[src/hdl/bulk_params.svh]
`ifndef BULK_PARAMS_SVH
`define BULK_PARAMS_SVH

// ----------------------------------------------------------------------------
// File names carried in the name fields
// ----------------------------------------------------------------------------
`define NAME_USER_CFG_1      8'h01
`define NAME_USER_CFG_2      8'h02
`define NAME_USER_CFG_3      8'h03
`define NAME_USER_CFG_4      8'h04
`define NAME_FACTORY_CFG     8'h10
`define NAME_USER_SHD        8'h20
`define NAME_FACTORY_SHD     8'h21

// ----------------------------------------------------------------------------
// Volatile locations used as copy source or target
// ----------------------------------------------------------------------------
`define LOC_WORK_CFG         8'hF0
`define LOC_VOL_SHD          8'hF1

// ----------------------------------------------------------------------------
// Function codes written to the control fields
// ----------------------------------------------------------------------------
`define FUNC_ACTIVATE        8'h05
`define FUNC_COPY            8'h06

// ----------------------------------------------------------------------------
// Status values and reset values
// ----------------------------------------------------------------------------
`define STAT_OK              8'h01
`define STAT_RANGE           8'h80
`define RST_NAME             8'h00
`define RST_STAT             8'h01

`endif

[src/hdl/bulk_pkg.sv]
package bulk_pkg;

`include "bulk_params.svh"

	typedef logic [7:0] name_t;

	typedef struct packed {
		name_t src;
		name_t dst;
		logic  lnk_cfg;
		logic  lnk_shd;
	} op_t;

	typedef enum logic [2:0] {
		ST_IDLE  = 3'h0,
		ST_ISSUE = 3'h1,
		ST_WAIT  = 3'h3,
		ST_LINK  = 3'h2,
		ST_START = 3'h6
	} seq_state_t;

	function automatic logic is_user_cfg(input name_t n);
		return (n == `NAME_USER_CFG_1) || (n == `NAME_USER_CFG_2) ||
			(n == `NAME_USER_CFG_3) || (n == `NAME_USER_CFG_4);
	endfunction : is_user_cfg

	function automatic logic is_cfg_file(input name_t n);
		return is_user_cfg(n) || (n == `NAME_FACTORY_CFG);
	endfunction : is_cfg_file

	function automatic logic is_shd_file(input name_t n);
		return (n == `NAME_USER_SHD) || (n == `NAME_FACTORY_SHD);
	endfunction : is_shd_file

endpackage : bulk_pkg

[src/hdl/bulk_cmd_if.sv]
`timescale 1ns/1ps

interface bulk_cmd_if;
	import bulk_pkg::*;

	logic req_valid;
	logic req_ready;
	op_t  req_op;

	modport dec (output req_valid, output req_op, input req_ready);
	modport seq (input req_valid, input req_op, output req_ready);
endinterface : bulk_cmd_if

[src/hdl/bulk_data_file_control.sv]
`timescale 1ns/1ps

module bulk_data_file_control (
	input  wire logic            i_clk,
	input  wire logic            i_rstn,
	input  wire logic            i_cfg_name_wr,
	input  wire bulk_pkg::name_t i_cfg_name,
	input  wire logic            i_cfg_ctrl_wr,
	input  wire logic [7:0]      i_cfg_ctrl,
	input  wire logic            i_shd_name_wr,
	input  wire bulk_pkg::name_t i_shd_name,
	input  wire logic            i_shd_ctrl_wr,
	input  wire logic [7:0]      i_shd_ctrl,
	input  wire bulk_pkg::name_t i_boot_cfg_link,
	input  wire bulk_pkg::name_t i_boot_shd_link,
	input  wire logic            i_mv_ready,
	input  wire logic            i_mv_done,
	output logic                 o_mv_valid,
	output bulk_pkg::name_t      o_mv_src,
	output bulk_pkg::name_t      o_mv_dst,
	output logic                 o_link_wr,
	output bulk_pkg::name_t      o_cfg_link,
	output bulk_pkg::name_t      o_shd_link,
	output logic [7:0]           o_cfg_status,
	output logic [7:0]           o_shd_status,
	output logic                 o_busy
);
	import bulk_pkg::*;

	typedef struct packed {
		seq_state_t state;
		logic [1:0] boot_step;
		op_t        op;
		name_t      cfg_link;
		name_t      shd_link;
		logic       link_wr;
	} seq_reg_t;

	logic       rst_meta;
	logic       rst_sync;
	seq_reg_t   q;
	seq_reg_t   d;
	bulk_cmd_if cmd ();

	// ------------------------------------------------------------------------
	// Reset release
	// ------------------------------------------------------------------------
	always_ff @(posedge i_clk or negedge i_rstn) begin
		if (!i_rstn) begin
			rst_meta <= 1'b0;
			rst_sync <= 1'b0;
		end else begin
			rst_meta <= 1'b1;
			rst_sync <= rst_meta;
		end
	end

	bulk_cmd_decode u_dec (
		.i_clk         (i_clk),
		.i_rstn        (rst_sync),
		.i_cfg_name_wr (i_cfg_name_wr),
		.i_cfg_name    (i_cfg_name),
		.i_cfg_ctrl_wr (i_cfg_ctrl_wr),
		.i_cfg_ctrl    (i_cfg_ctrl),
		.i_shd_name_wr (i_shd_name_wr),
		.i_shd_name    (i_shd_name),
		.i_shd_ctrl_wr (i_shd_ctrl_wr),
		.i_shd_ctrl    (i_shd_ctrl),
		.o_cfg_status  (o_cfg_status),
		.o_shd_status  (o_shd_status),
		.cmd           (cmd.dec)
	);

	// ------------------------------------------------------------------------
	// Transfer sequencer
	// ------------------------------------------------------------------------
	always_comb begin
		d         = q;
		d.link_wr = 1'b0;
		case (q.state)
			// Boot loads the linked files, falling back to factory files.
			ST_START: begin
				d.op = '0;
				if (q.boot_step == 2'h3) begin
					// Links are caught from non-volatile storage first.
					d.boot_step = 2'h0;
					d.cfg_link  = i_boot_cfg_link;
					d.shd_link  = i_boot_shd_link;
				end else if (q.boot_step == 2'h0) begin
					d.op.src = is_cfg_file(q.cfg_link) ? q.cfg_link
						: `NAME_FACTORY_CFG;
					d.op.dst = `LOC_WORK_CFG;
					d.state  = ST_ISSUE;
				end else begin
					d.op.src = is_shd_file(q.shd_link) ? q.shd_link
						: `NAME_FACTORY_SHD;
					d.op.dst = `LOC_VOL_SHD;
					d.state  = ST_ISSUE;
				end
			end
			ST_IDLE: begin
				if (cmd.req_valid) begin
					d.op    = cmd.req_op;
					d.state = ST_ISSUE;
				end
			end
			ST_ISSUE: begin
				if (i_mv_ready) begin
					d.state = ST_WAIT;
				end
			end
			ST_WAIT: begin
				if (i_mv_done) begin
					d.state = ST_LINK;
				end
			end
			ST_LINK: begin
				if (q.op.lnk_cfg) begin
					d.cfg_link = q.op.src;
				end
				if (q.op.lnk_shd) begin
					d.shd_link = q.op.src;
				end
				d.link_wr = q.op.lnk_cfg || q.op.lnk_shd;
				if (q.boot_step == 2'h0) begin
					d.boot_step = 2'h1;
					d.state     = ST_START;
				end else begin
					d.boot_step = 2'h2;
					d.state     = ST_IDLE;
				end
			end
			default: begin
				d.state = ST_IDLE;
			end
		endcase
	end

	// ------------------------------------------------------------------------
	// State register
	// ------------------------------------------------------------------------
	always_ff @(posedge i_clk or negedge rst_sync) begin
		if (!rst_sync) begin
			q.state     <= ST_START;
			q.boot_step <= 2'h3;
			q.op        <= '0;
			q.cfg_link  <= `RST_NAME;
			q.shd_link  <= `RST_NAME;
			q.link_wr   <= 1'b0;
		end else begin
			q <= d;
		end
	end

	assign cmd.req_ready = (q.state == ST_IDLE);
	assign o_mv_valid    = (q.state == ST_ISSUE);
	assign o_mv_src      = q.op.src;
	assign o_mv_dst      = q.op.dst;
	assign o_link_wr     = q.link_wr;
	assign o_cfg_link    = q.cfg_link;
	assign o_shd_link    = q.shd_link;
	assign o_busy        = (q.state != ST_IDLE);

endmodule : bulk_data_file_control

[src/hdl/bulk_cmd_decode.sv]
`timescale 1ns/1ps

module bulk_cmd_decode (
	input  wire logic           i_clk,
	input  wire logic           i_rstn,
	input  wire logic           i_cfg_name_wr,
	input  wire bulk_pkg::name_t i_cfg_name,
	input  wire logic           i_cfg_ctrl_wr,
	input  wire logic [7:0]     i_cfg_ctrl,
	input  wire logic           i_shd_name_wr,
	input  wire bulk_pkg::name_t i_shd_name,
	input  wire logic           i_shd_ctrl_wr,
	input  wire logic [7:0]     i_shd_ctrl,
	output logic [7:0]          o_cfg_status,
	output logic [7:0]          o_shd_status,
	bulk_cmd_if.dec             cmd
);
	import bulk_pkg::*;

	typedef struct packed {
		name_t      cfg_name;
		name_t      shd_name;
		logic [7:0] cfg_stat;
		logic [7:0] shd_stat;
		logic       req_valid;
		op_t        req_op;
	} dec_state_t;

	dec_state_t q;
	dec_state_t d;

	// ------------------------------------------------------------------------
	// Next state
	// ------------------------------------------------------------------------
	always_comb begin
		op_t  op;
		logic ok;
		logic free;
		d    = q;
		op   = '0;
		ok   = 1'b0;
		free = !q.req_valid;
		if (q.req_valid && cmd.req_ready) begin
			d.req_valid = 1'b0;
		end
		if (i_cfg_name_wr) begin
			d.cfg_name = i_cfg_name;
		end
		if (i_shd_name_wr) begin
			d.shd_name = i_shd_name;
		end
		if (i_cfg_ctrl_wr) begin
			if (i_cfg_ctrl == `FUNC_COPY && is_user_cfg(d.cfg_name)) begin
				op.src = `LOC_WORK_CFG;
				op.dst = d.cfg_name;
				ok     = 1'b1;
			end else if (i_cfg_ctrl == `FUNC_COPY &&
				d.shd_name == `NAME_USER_SHD) begin
				op.src = `NAME_FACTORY_SHD;
				op.dst = `NAME_USER_SHD;
				ok     = 1'b1;
			end else if (i_cfg_ctrl == `FUNC_ACTIVATE &&
				is_cfg_file(d.cfg_name)) begin
				op.src     = d.cfg_name;
				op.dst     = `LOC_WORK_CFG;
				op.lnk_cfg = 1'b1;
				ok         = 1'b1;
			end
			ok = ok && free;
			d.cfg_stat = ok ? `STAT_OK : `STAT_RANGE;
			if (ok) begin
				d.req_valid = 1'b1;
				d.req_op    = op;
				free        = 1'b0;
			end
		end
		if (i_shd_ctrl_wr) begin
			op = '0;
			ok = 1'b0;
			if (i_shd_ctrl == `FUNC_ACTIVATE && is_shd_file(d.shd_name)) begin
				op.src     = d.shd_name;
				op.dst     = `LOC_VOL_SHD;
				op.lnk_shd = 1'b1;
				ok         = 1'b1;
			end else if (i_shd_ctrl == `FUNC_COPY &&
				d.shd_name == `NAME_USER_SHD) begin
				op.src = `NAME_FACTORY_SHD;
				op.dst = `NAME_USER_SHD;
				ok     = 1'b1;
			end
			ok = ok && free;
			d.shd_stat = ok ? `STAT_OK : `STAT_RANGE;
			if (ok) begin
				d.req_valid = 1'b1;
				d.req_op    = op;
			end
		end
	end

	// ------------------------------------------------------------------------
	// State register
	// ------------------------------------------------------------------------
	always_ff @(posedge i_clk or negedge i_rstn) begin
		if (!i_rstn) begin
			q.cfg_name  <= `RST_NAME;
			q.shd_name  <= `RST_NAME;
			q.cfg_stat  <= `RST_STAT;
			q.shd_stat  <= `RST_STAT;
			q.req_valid <= 1'b0;
			q.req_op    <= '0;
		end else begin
			q <= d;
		end
	end

	assign o_cfg_status  = q.cfg_stat;
	assign o_shd_status  = q.shd_stat;
	assign cmd.req_valid = q.req_valid;
	assign cmd.req_op    = q.req_op;

endmodule : bulk_cmd_decode

[config.mk]
export PLATFORM = sky130hd
export DESIGN_NAME = bulk_data_file_control
export DESIGN_NICKNAME = d
export VERILOG_FILES = /design/src/hdl/bulk_pkg.sv /design/src/hdl/bulk_cmd_if.sv /design/src/hdl/bulk_data_file_control.sv /design/src/hdl/bulk_cmd_decode.sv
export VERILOG_INCLUDE_DIRS = /design/src /design/src/hdl
export SDC_FILE = /design/constraint.sdc
export NUM_CORES = 1
export LEC_CHECK = 0
export ABC_AREA = 1
export BUFFER_PORTS_ARGS = -buffer_cell sky130_fd_sc_hd__buf_2
export CAP_MARGIN = 20
export CORE_ASPECT_RATIO = 0.5
export CORE_MARGIN = 2
export CORE_UTILIZATION = 40
export DETAILED_ROUTE_END_ITERATION = 10
export GPL_ROUTABILITY_DRIVEN = 0
export GPL_TIMING_DRIVEN = 0
export MAX_ROUTING_LAYER = met4
export PLACE_DENSITY = 0.71
export SLEW_MARGIN = 15
export SYNTH_ARGS = -nofsm -noshare
export SYNTH_HDL_FRONTEND = slang
export SYNTH_SLANG_ARGS = --single-unit
[constraint.sdc]
create_clock -name i_clk -period 8 [get_ports i_clk]
set_clock_uncertainty 0.2 [all_clocks]
set_input_delay 0.4 -clock i_clk [delete_from_list [all_inputs] [get_ports i_clk]]
set_output_delay 0.4 -clock i_clk [all_outputs]
set_load 0.01 [all_outputs]
== After elaboration in Yosys (flattened, before gate mapping) ==
Index checks and enable logic that the tools add are counted.

* Flip-flop bits (word level): 93
* Output and inout port bits: 51
* Word-level logic and storage cells: 125

* Equality and inequality tests: 30
* Mux-type cells: 45
* Reductions and logical operators: 30

{| class="wikitable"
|+ Operators by type and width
! kind !! number
|-
| 2-to-1 mux 16 bit || 6
|-
| 2-to-1 mux 19 bit || 4
|-
| 2-to-1 mux 8 bit || 8
|-
| equality test 8 x 3 -> 1 bit (second input constant) || 6
|-
| case mux 18 bit (2 select lines) || 1
|-
| equality test 8 x 2 -> 1 bit (second input constant) || 4
|-
| equality test 8 x 6 -> 1 bit (second input constant) || 4
|-
| case mux 16 bit (2 select lines) || 1
|-
| 2-to-1 mux 18 bit || 1
|-
| 2-to-1 mux 17 bit || 1
|-
| equality test 8 x 1 -> 1 bit (second input constant) || 2
|-
| equality test 8 x 5 -> 1 bit (second input constant) || 2
|-
| case mux 3 bit (5 select lines) || 1
|-
| 2-to-1 mux 1 bit || 14
|-
| 2-to-1 mux 14 bit || 1
|-
| != test 2 bit (second input constant) || 7
|-
| 2-to-1 mux 3 bit || 4
|-
| logical OR 1 bit || 11
|-
| logical AND 1 bit || 8
|-
| equality test 3 x 2 -> 1 bit (second input constant) || 2
|-
| AND reduction 3 bit || 2
|-
| 2-to-1 mux 5 bit || 1
|-
| case mux 2 bit (2 select lines) || 1
|-
| AND reduction 2 bit || 2
|-
| other kinds (10) || 11
|}

== Depth between registers and ports, before layout ==
* Depth in word-level cells: 17
* Depth in mapped cells: 19

== Cells and area by module ==
A second synthesis with hierarchy kept.

* Cell total of the unflattened synthesis: 577
* Area, all modules: 4583.1 sq um

{| class="wikitable"
|+ By module, submodules not included
! module !! instances !! cells each !! area each (sq um) !! sequential area each (sq um)
|-
| bulk_data_file_control || 1 || 277 || 2296.0 || 1056.0
|-
| bulk_cmd_decode || 1 || 300 || 2287.2 || 978.4
|}

== Least setup slack after synthesis ==
No wires, ideal clock.

* Kind: input to register
* Start point: input port i_cfg_name_wr
* End point: register, netlist name u_dec.cmd.req_op[5]
* Setup time: 120 ps
* Arrival: 1662 ps
* Data required time: 7680 ps
* Slack: 6018 ps
* Cell stages on the path: 15
* Buffers on the path: 2
* Cell sequence: inv_2 buf_6 nand2_1 nand2_1 nand2_1 nor2_2 nand2_1 clkinv_1 nand2_1 nand2_2 nand2_4 nand2_4 nand3_4 buf_4 and3_1

{| class="wikitable"
|+ RTL lines
! what !! RTL line !! RTL
|-
| start: declaration || bulk_data_file_control.sv:6 || <nowiki>input wire logic i_cfg_name_wr,</nowiki>
|}

== Worst setup path after layout ==
* Start point: register q[38] (netlist name)
* End point: register q, in the netlist o_shd_link[6]

* Longest elaborated chain between the ends: 3
* Elaborated cells between the ends (all ways): 7
* Classes of those cells: eq/ne (4); mux (1); reduce/logical (2)

{| class="wikitable"
|+ RTL lines
! what !! RTL line !! RTL
|-
| start: declaration || bulk_data_file_control.sv:41 || <nowiki>seq_reg_t q;</nowiki>
|-
| equality test 3 x 2 -> 1 bit or equality test 3 bit (tied branches) || bulk_data_file_control.sv:80 || <nowiki>case (q.state)</nowiki>
|-
| != test 2 bit (no source line) or nonzero test 2 bit (tied branches) || - ||
|-
| AND reduction 3 bit (no source line) || - ||
|}

Several ways; a longest one is shown, not always the timed one.
A chain may end at the register's enable or synchronous reset.

==> results.py <==
metrics = {
    "outcome": {
        "run_status": "finished, final reports clean",
    },
    "worst_setup_path": {
        "largest_driver_fanout_on_the_critical_path": 10,
        "timing.critical_path.required_ns": 8.05,
        "timing.setup.critical_path_class": "reg2reg",
        "crit_path_end_kind": "register",
        "setup.worst_path.start_class": "register",
        "worst_ep_arrival_time_ns": 2.30,
    },
    "clock_network": {
        "cts_root_buffer": "clkbuf_16",
        "worst_setup_hold_path_clk_slew_ns": 0.06,
        "cts_tree": "done",
        "clk_latency_ns": 0.33,
        "clock_sinks": 81,
        "cts_inserted_buffers": 9,
        "cts-htree-levels": 3,
        "ctsLongestPathBuffers": 2,
    },
    "floorplanning": {
        "die_width_um": 152,
        "std_cell_rows": 26,
        "fp.dieH_um": 77.8,
        "core_area_um2": 10400,
        "pin_count": 107,
        "initial_core_util": 0.418,
        "floorplan.die_area_um2": 11800,
    },
    "global_routing": {
        "grt-ovfl-total": 0,
        "first_pass_grt_wire_length_um": 16600,
        "grt_max_degree": 45,
        "groute.usage.overall": 0.184,
        "antenna_found_initial": 0,
        "grt_pass1_vias": 3534,
    },
    "final_layout": {
        "final_layout_size_suffix_gt1_frac": 0.296,
        "flow.area_growth_from_synthesis_pct": 23.7,
        "final_util": 0.517,
        "nets": 723,
        "num_antenna_cells": 0,
        "finalInstanceArea_um2": 5390,
    },
    "sta": {
        "final-max-slew-violation-count": 0,
        "fmaxAchievable_ghz": 0.445,
        "worst_pin_slew_ns": 0.634,
        "rsz0062_at_grt": "no",
        "setup_total_negative_slack_ns": 0,
        "timing.slew.headroom": 0.573,
        "post_route_minimum_period_ns": 2.25,
        "endpoints_failing_setup": 0,
        "min_period_over_period": 0.281,
        "finalHoldViolations": 0,
    },
    "logic_synthesis": {
        "synth_top_cell_area_share": 0.431,
        "synth_top_flop_cell": "dfrtp_1",
        "synth_area_um2": 4350,
        "synth_edf_count": 0,
        "ys_ff_latch": 81,
        "post_synth_num_cell_types": 43,
        "synthesis.yosys.warnings": 0,
        "synth_top_area_cell": "dfrtp_1",
        "syn_avg_cell_area_um2": 7.94,
        "yosysSeqAreaShare": 0.467,
        "synth_area_leaders": "dfrtp_1, nand2_1, buf_4",
        "synth-async-reset-ratio": 1.00,
        "post_synthesis_instance_total": 548,
    },
    "route": {
        "dr_total_vias": 3725,
        "drtPass1Iterations": 4,
        "detail_route.vias_per_cell": 4.60,
        "drt_iter0_markers": 219,
        "antenna_left": 0,
        "route.detailed.wl_per_inst_um": 12.0,
        "postRouteWirelength_um": 9710,
        "drcViolationCount": 0,
    },
    "power": {
        "post-layout-total-power_mw": 1.41,
        "power.density_nw_per_um2": 262,
        "switching_component_of_the_power_mw": 0.449,
        "cellInternalPower_mw": 0.961,
        "pwr-share-comb": 0.305,
        "max-vdd-ir-drop_mv": 0.117,
        "total_leakage_power_nw": 2.96,
        "power.sequential.fraction": 0.399,
        "power.switching_fraction": 0.319,
        "share_clk_of_total_power": 0.296,
    },
    "placement": {
        "port-buffer-count": 93,
        "placed_cell_area_um2": 5070,
        "dp_hpwl_um": 7440,
    },
    "worst_hold_path": {
        "min-delay-path-class": "in2reg",
    },
    "run": {
        "number_of_violations_of_the_max_capacitance_limit": 0,
    },
}
flip-flops by register name, indices dropped and copies added (netlist names), 7 cells and up:
register,flops
o_shd_link,8
o_cfg_link,8
u_dec.q,16
q,7
u_dec.cmd.req_op,18
o_mv_src,8
o_mv_dst,8
cell usage in the layout, fill, tap and decap left out, drive strengths merged, types with 5 or more instances in the layout:
master / synthesis / routed
a31oi: 25 / 25
buf: 62 / 156
clkbuf: 3 / 17
conb: 2 / 13
dfrtp: 75 / 75
dfstp: 6 / 6
inv: 65 / 65
nand2: 153 / 153
nand3: 28 / 28
nand4: 6 / 6
nor2: 64 / 64
nor3: 5 / 5
nor4: 6 / 6
o21ai: 24 / 24
cell usage after synthesis (2+ instances only):
library cell / number
o211ai_1: 2
nor4_1: 6
nand2_2: 7
nor2_2: 3
a21oi_1: 4
nand3_1: 26
o21ai_0: 15
nand2_1: 143
nor2_1: 60
inv_1: 63
nand4_1: 5
conb_1: 2
buf_2: 7
ha_1: 2
nand2_4: 3
nor3_1: 5
and3_1: 2
buf_6: 4
dfstp_2: 6
a31oi_1: 25
clkinv_1: 2
clkbuf_1: 3
o21ai_1: 9
dfrtp_1: 75
inv_2: 2
buf_4: 50
logic make-up (layout without fill, tap and decap cells):
kind of cell | Yosys count | after routing | share of synthesized area
buf+inv | 133 | 244 | 0.168
compound gates | 63 | 63 | 0.0888
simple gates | 266 | 266 | 0.266
xor+xnor | 1 | 1 | 0.00201
other cells | 2 | 13 | 0.00173
flops | 81 | 81 | 0.467
fa+ha+maj | 2 | 2 | 0.00575
layer usage:
layer / track usage / routed length (um)
met5: - / 0
met1: 0.243 / 4690
met2: 0.287 / 4360
met3: 0.0459 / 558
met4: 0.0417 / 101
what timing repair did:
action | 4_1_cts | 5_1_grt
hold endpoints to repair | 2 | 0
gates resized for setup | 0 | 0
hold buffers | 1 | 0
setup buffers | 0 | 0
setup endpoints to repair | 0 | 0
critical path, stage by stage (launching register included):
cell and delay, ns:
dfstp_2 0.56, inv_1 0.07, nor2_1 0.12, inv_1 0.07
nor2_1 0.15, buf_2 0.24, nand2_1 0.09, nand2_1 0.21
buf_2 0.27, nor2_1 0.06, a31oi_1 0.13
power by group through the flow:
stage | sequential [mW] | combinational [mW] | clock (mW)
floorplan | 0.547 | 0.309 | 0
global placement | 0.569 | 0.419 | 0
detailed placement | 0.568 | 0.433 | 0
CTS | 0.561 | 0.435 | 0.427
global route | 0.575 | 0.492 | 0.444
finish | 0.562 | 0.430 | 0.418
final cells by class:
class                      count  area (um2)
inverter                      68         260
clock buffer                  14         274
tap                          140         175
multi-input combinational    345        1630
buffer                        65         470
fill                        1018        5020
clock inverter                 2        35.0
sequential                    81        2040
timing repair buffer          95         503
through the flow:
stage / cells / hold WS (ns) / setup slack (ns)
4_1_cts: 810 / 0.0878 / 5.76
5_1_grt: 810 / 0.125 / 5.45
3_3_place_gp: 792 / -0.0152 / 4.41
3_5_place_dp: 793 / -0.0135 / 5.63
2_1_floorplan: 559 / -0.0956 / 5.39
6_report: 810 / 0.0934 / 5.75
path summary, 6_finish.rpt:
check | slack, ns | to | start | cells past startpoint
max | 5.75 | o_shd_link[6]$_DFFE_PN0P_ | q[38]$_DFFE_PN1P_ | 10
min | 0.09 | u_dec.q[46]$_DFF_PN0_ | i_cfg_name[3] | 3
max reg2reg | 5.75 | o_shd_link[6]$_DFFE_PN0P_ | q[38]$_DFFE_PN1P_ | 10
min reg2reg | 0.11 | o_shd_link[5]$_DFFE_PN0P_ | rst_sync$_DFF_PN0_ | 0
max in group asynchronous | 6.85 | u_dec.o_shd_status[0]$_DFFE_PN1P_ | rst_sync$_DFF_PN0_ | 1
min in group asynchronous | 0.11 | o_shd_link[5]$_DFFE_PN0P_ | rst_sync$_DFF_PN0_ | 0
Note: power is estimated with default switching activity, not from simulation.
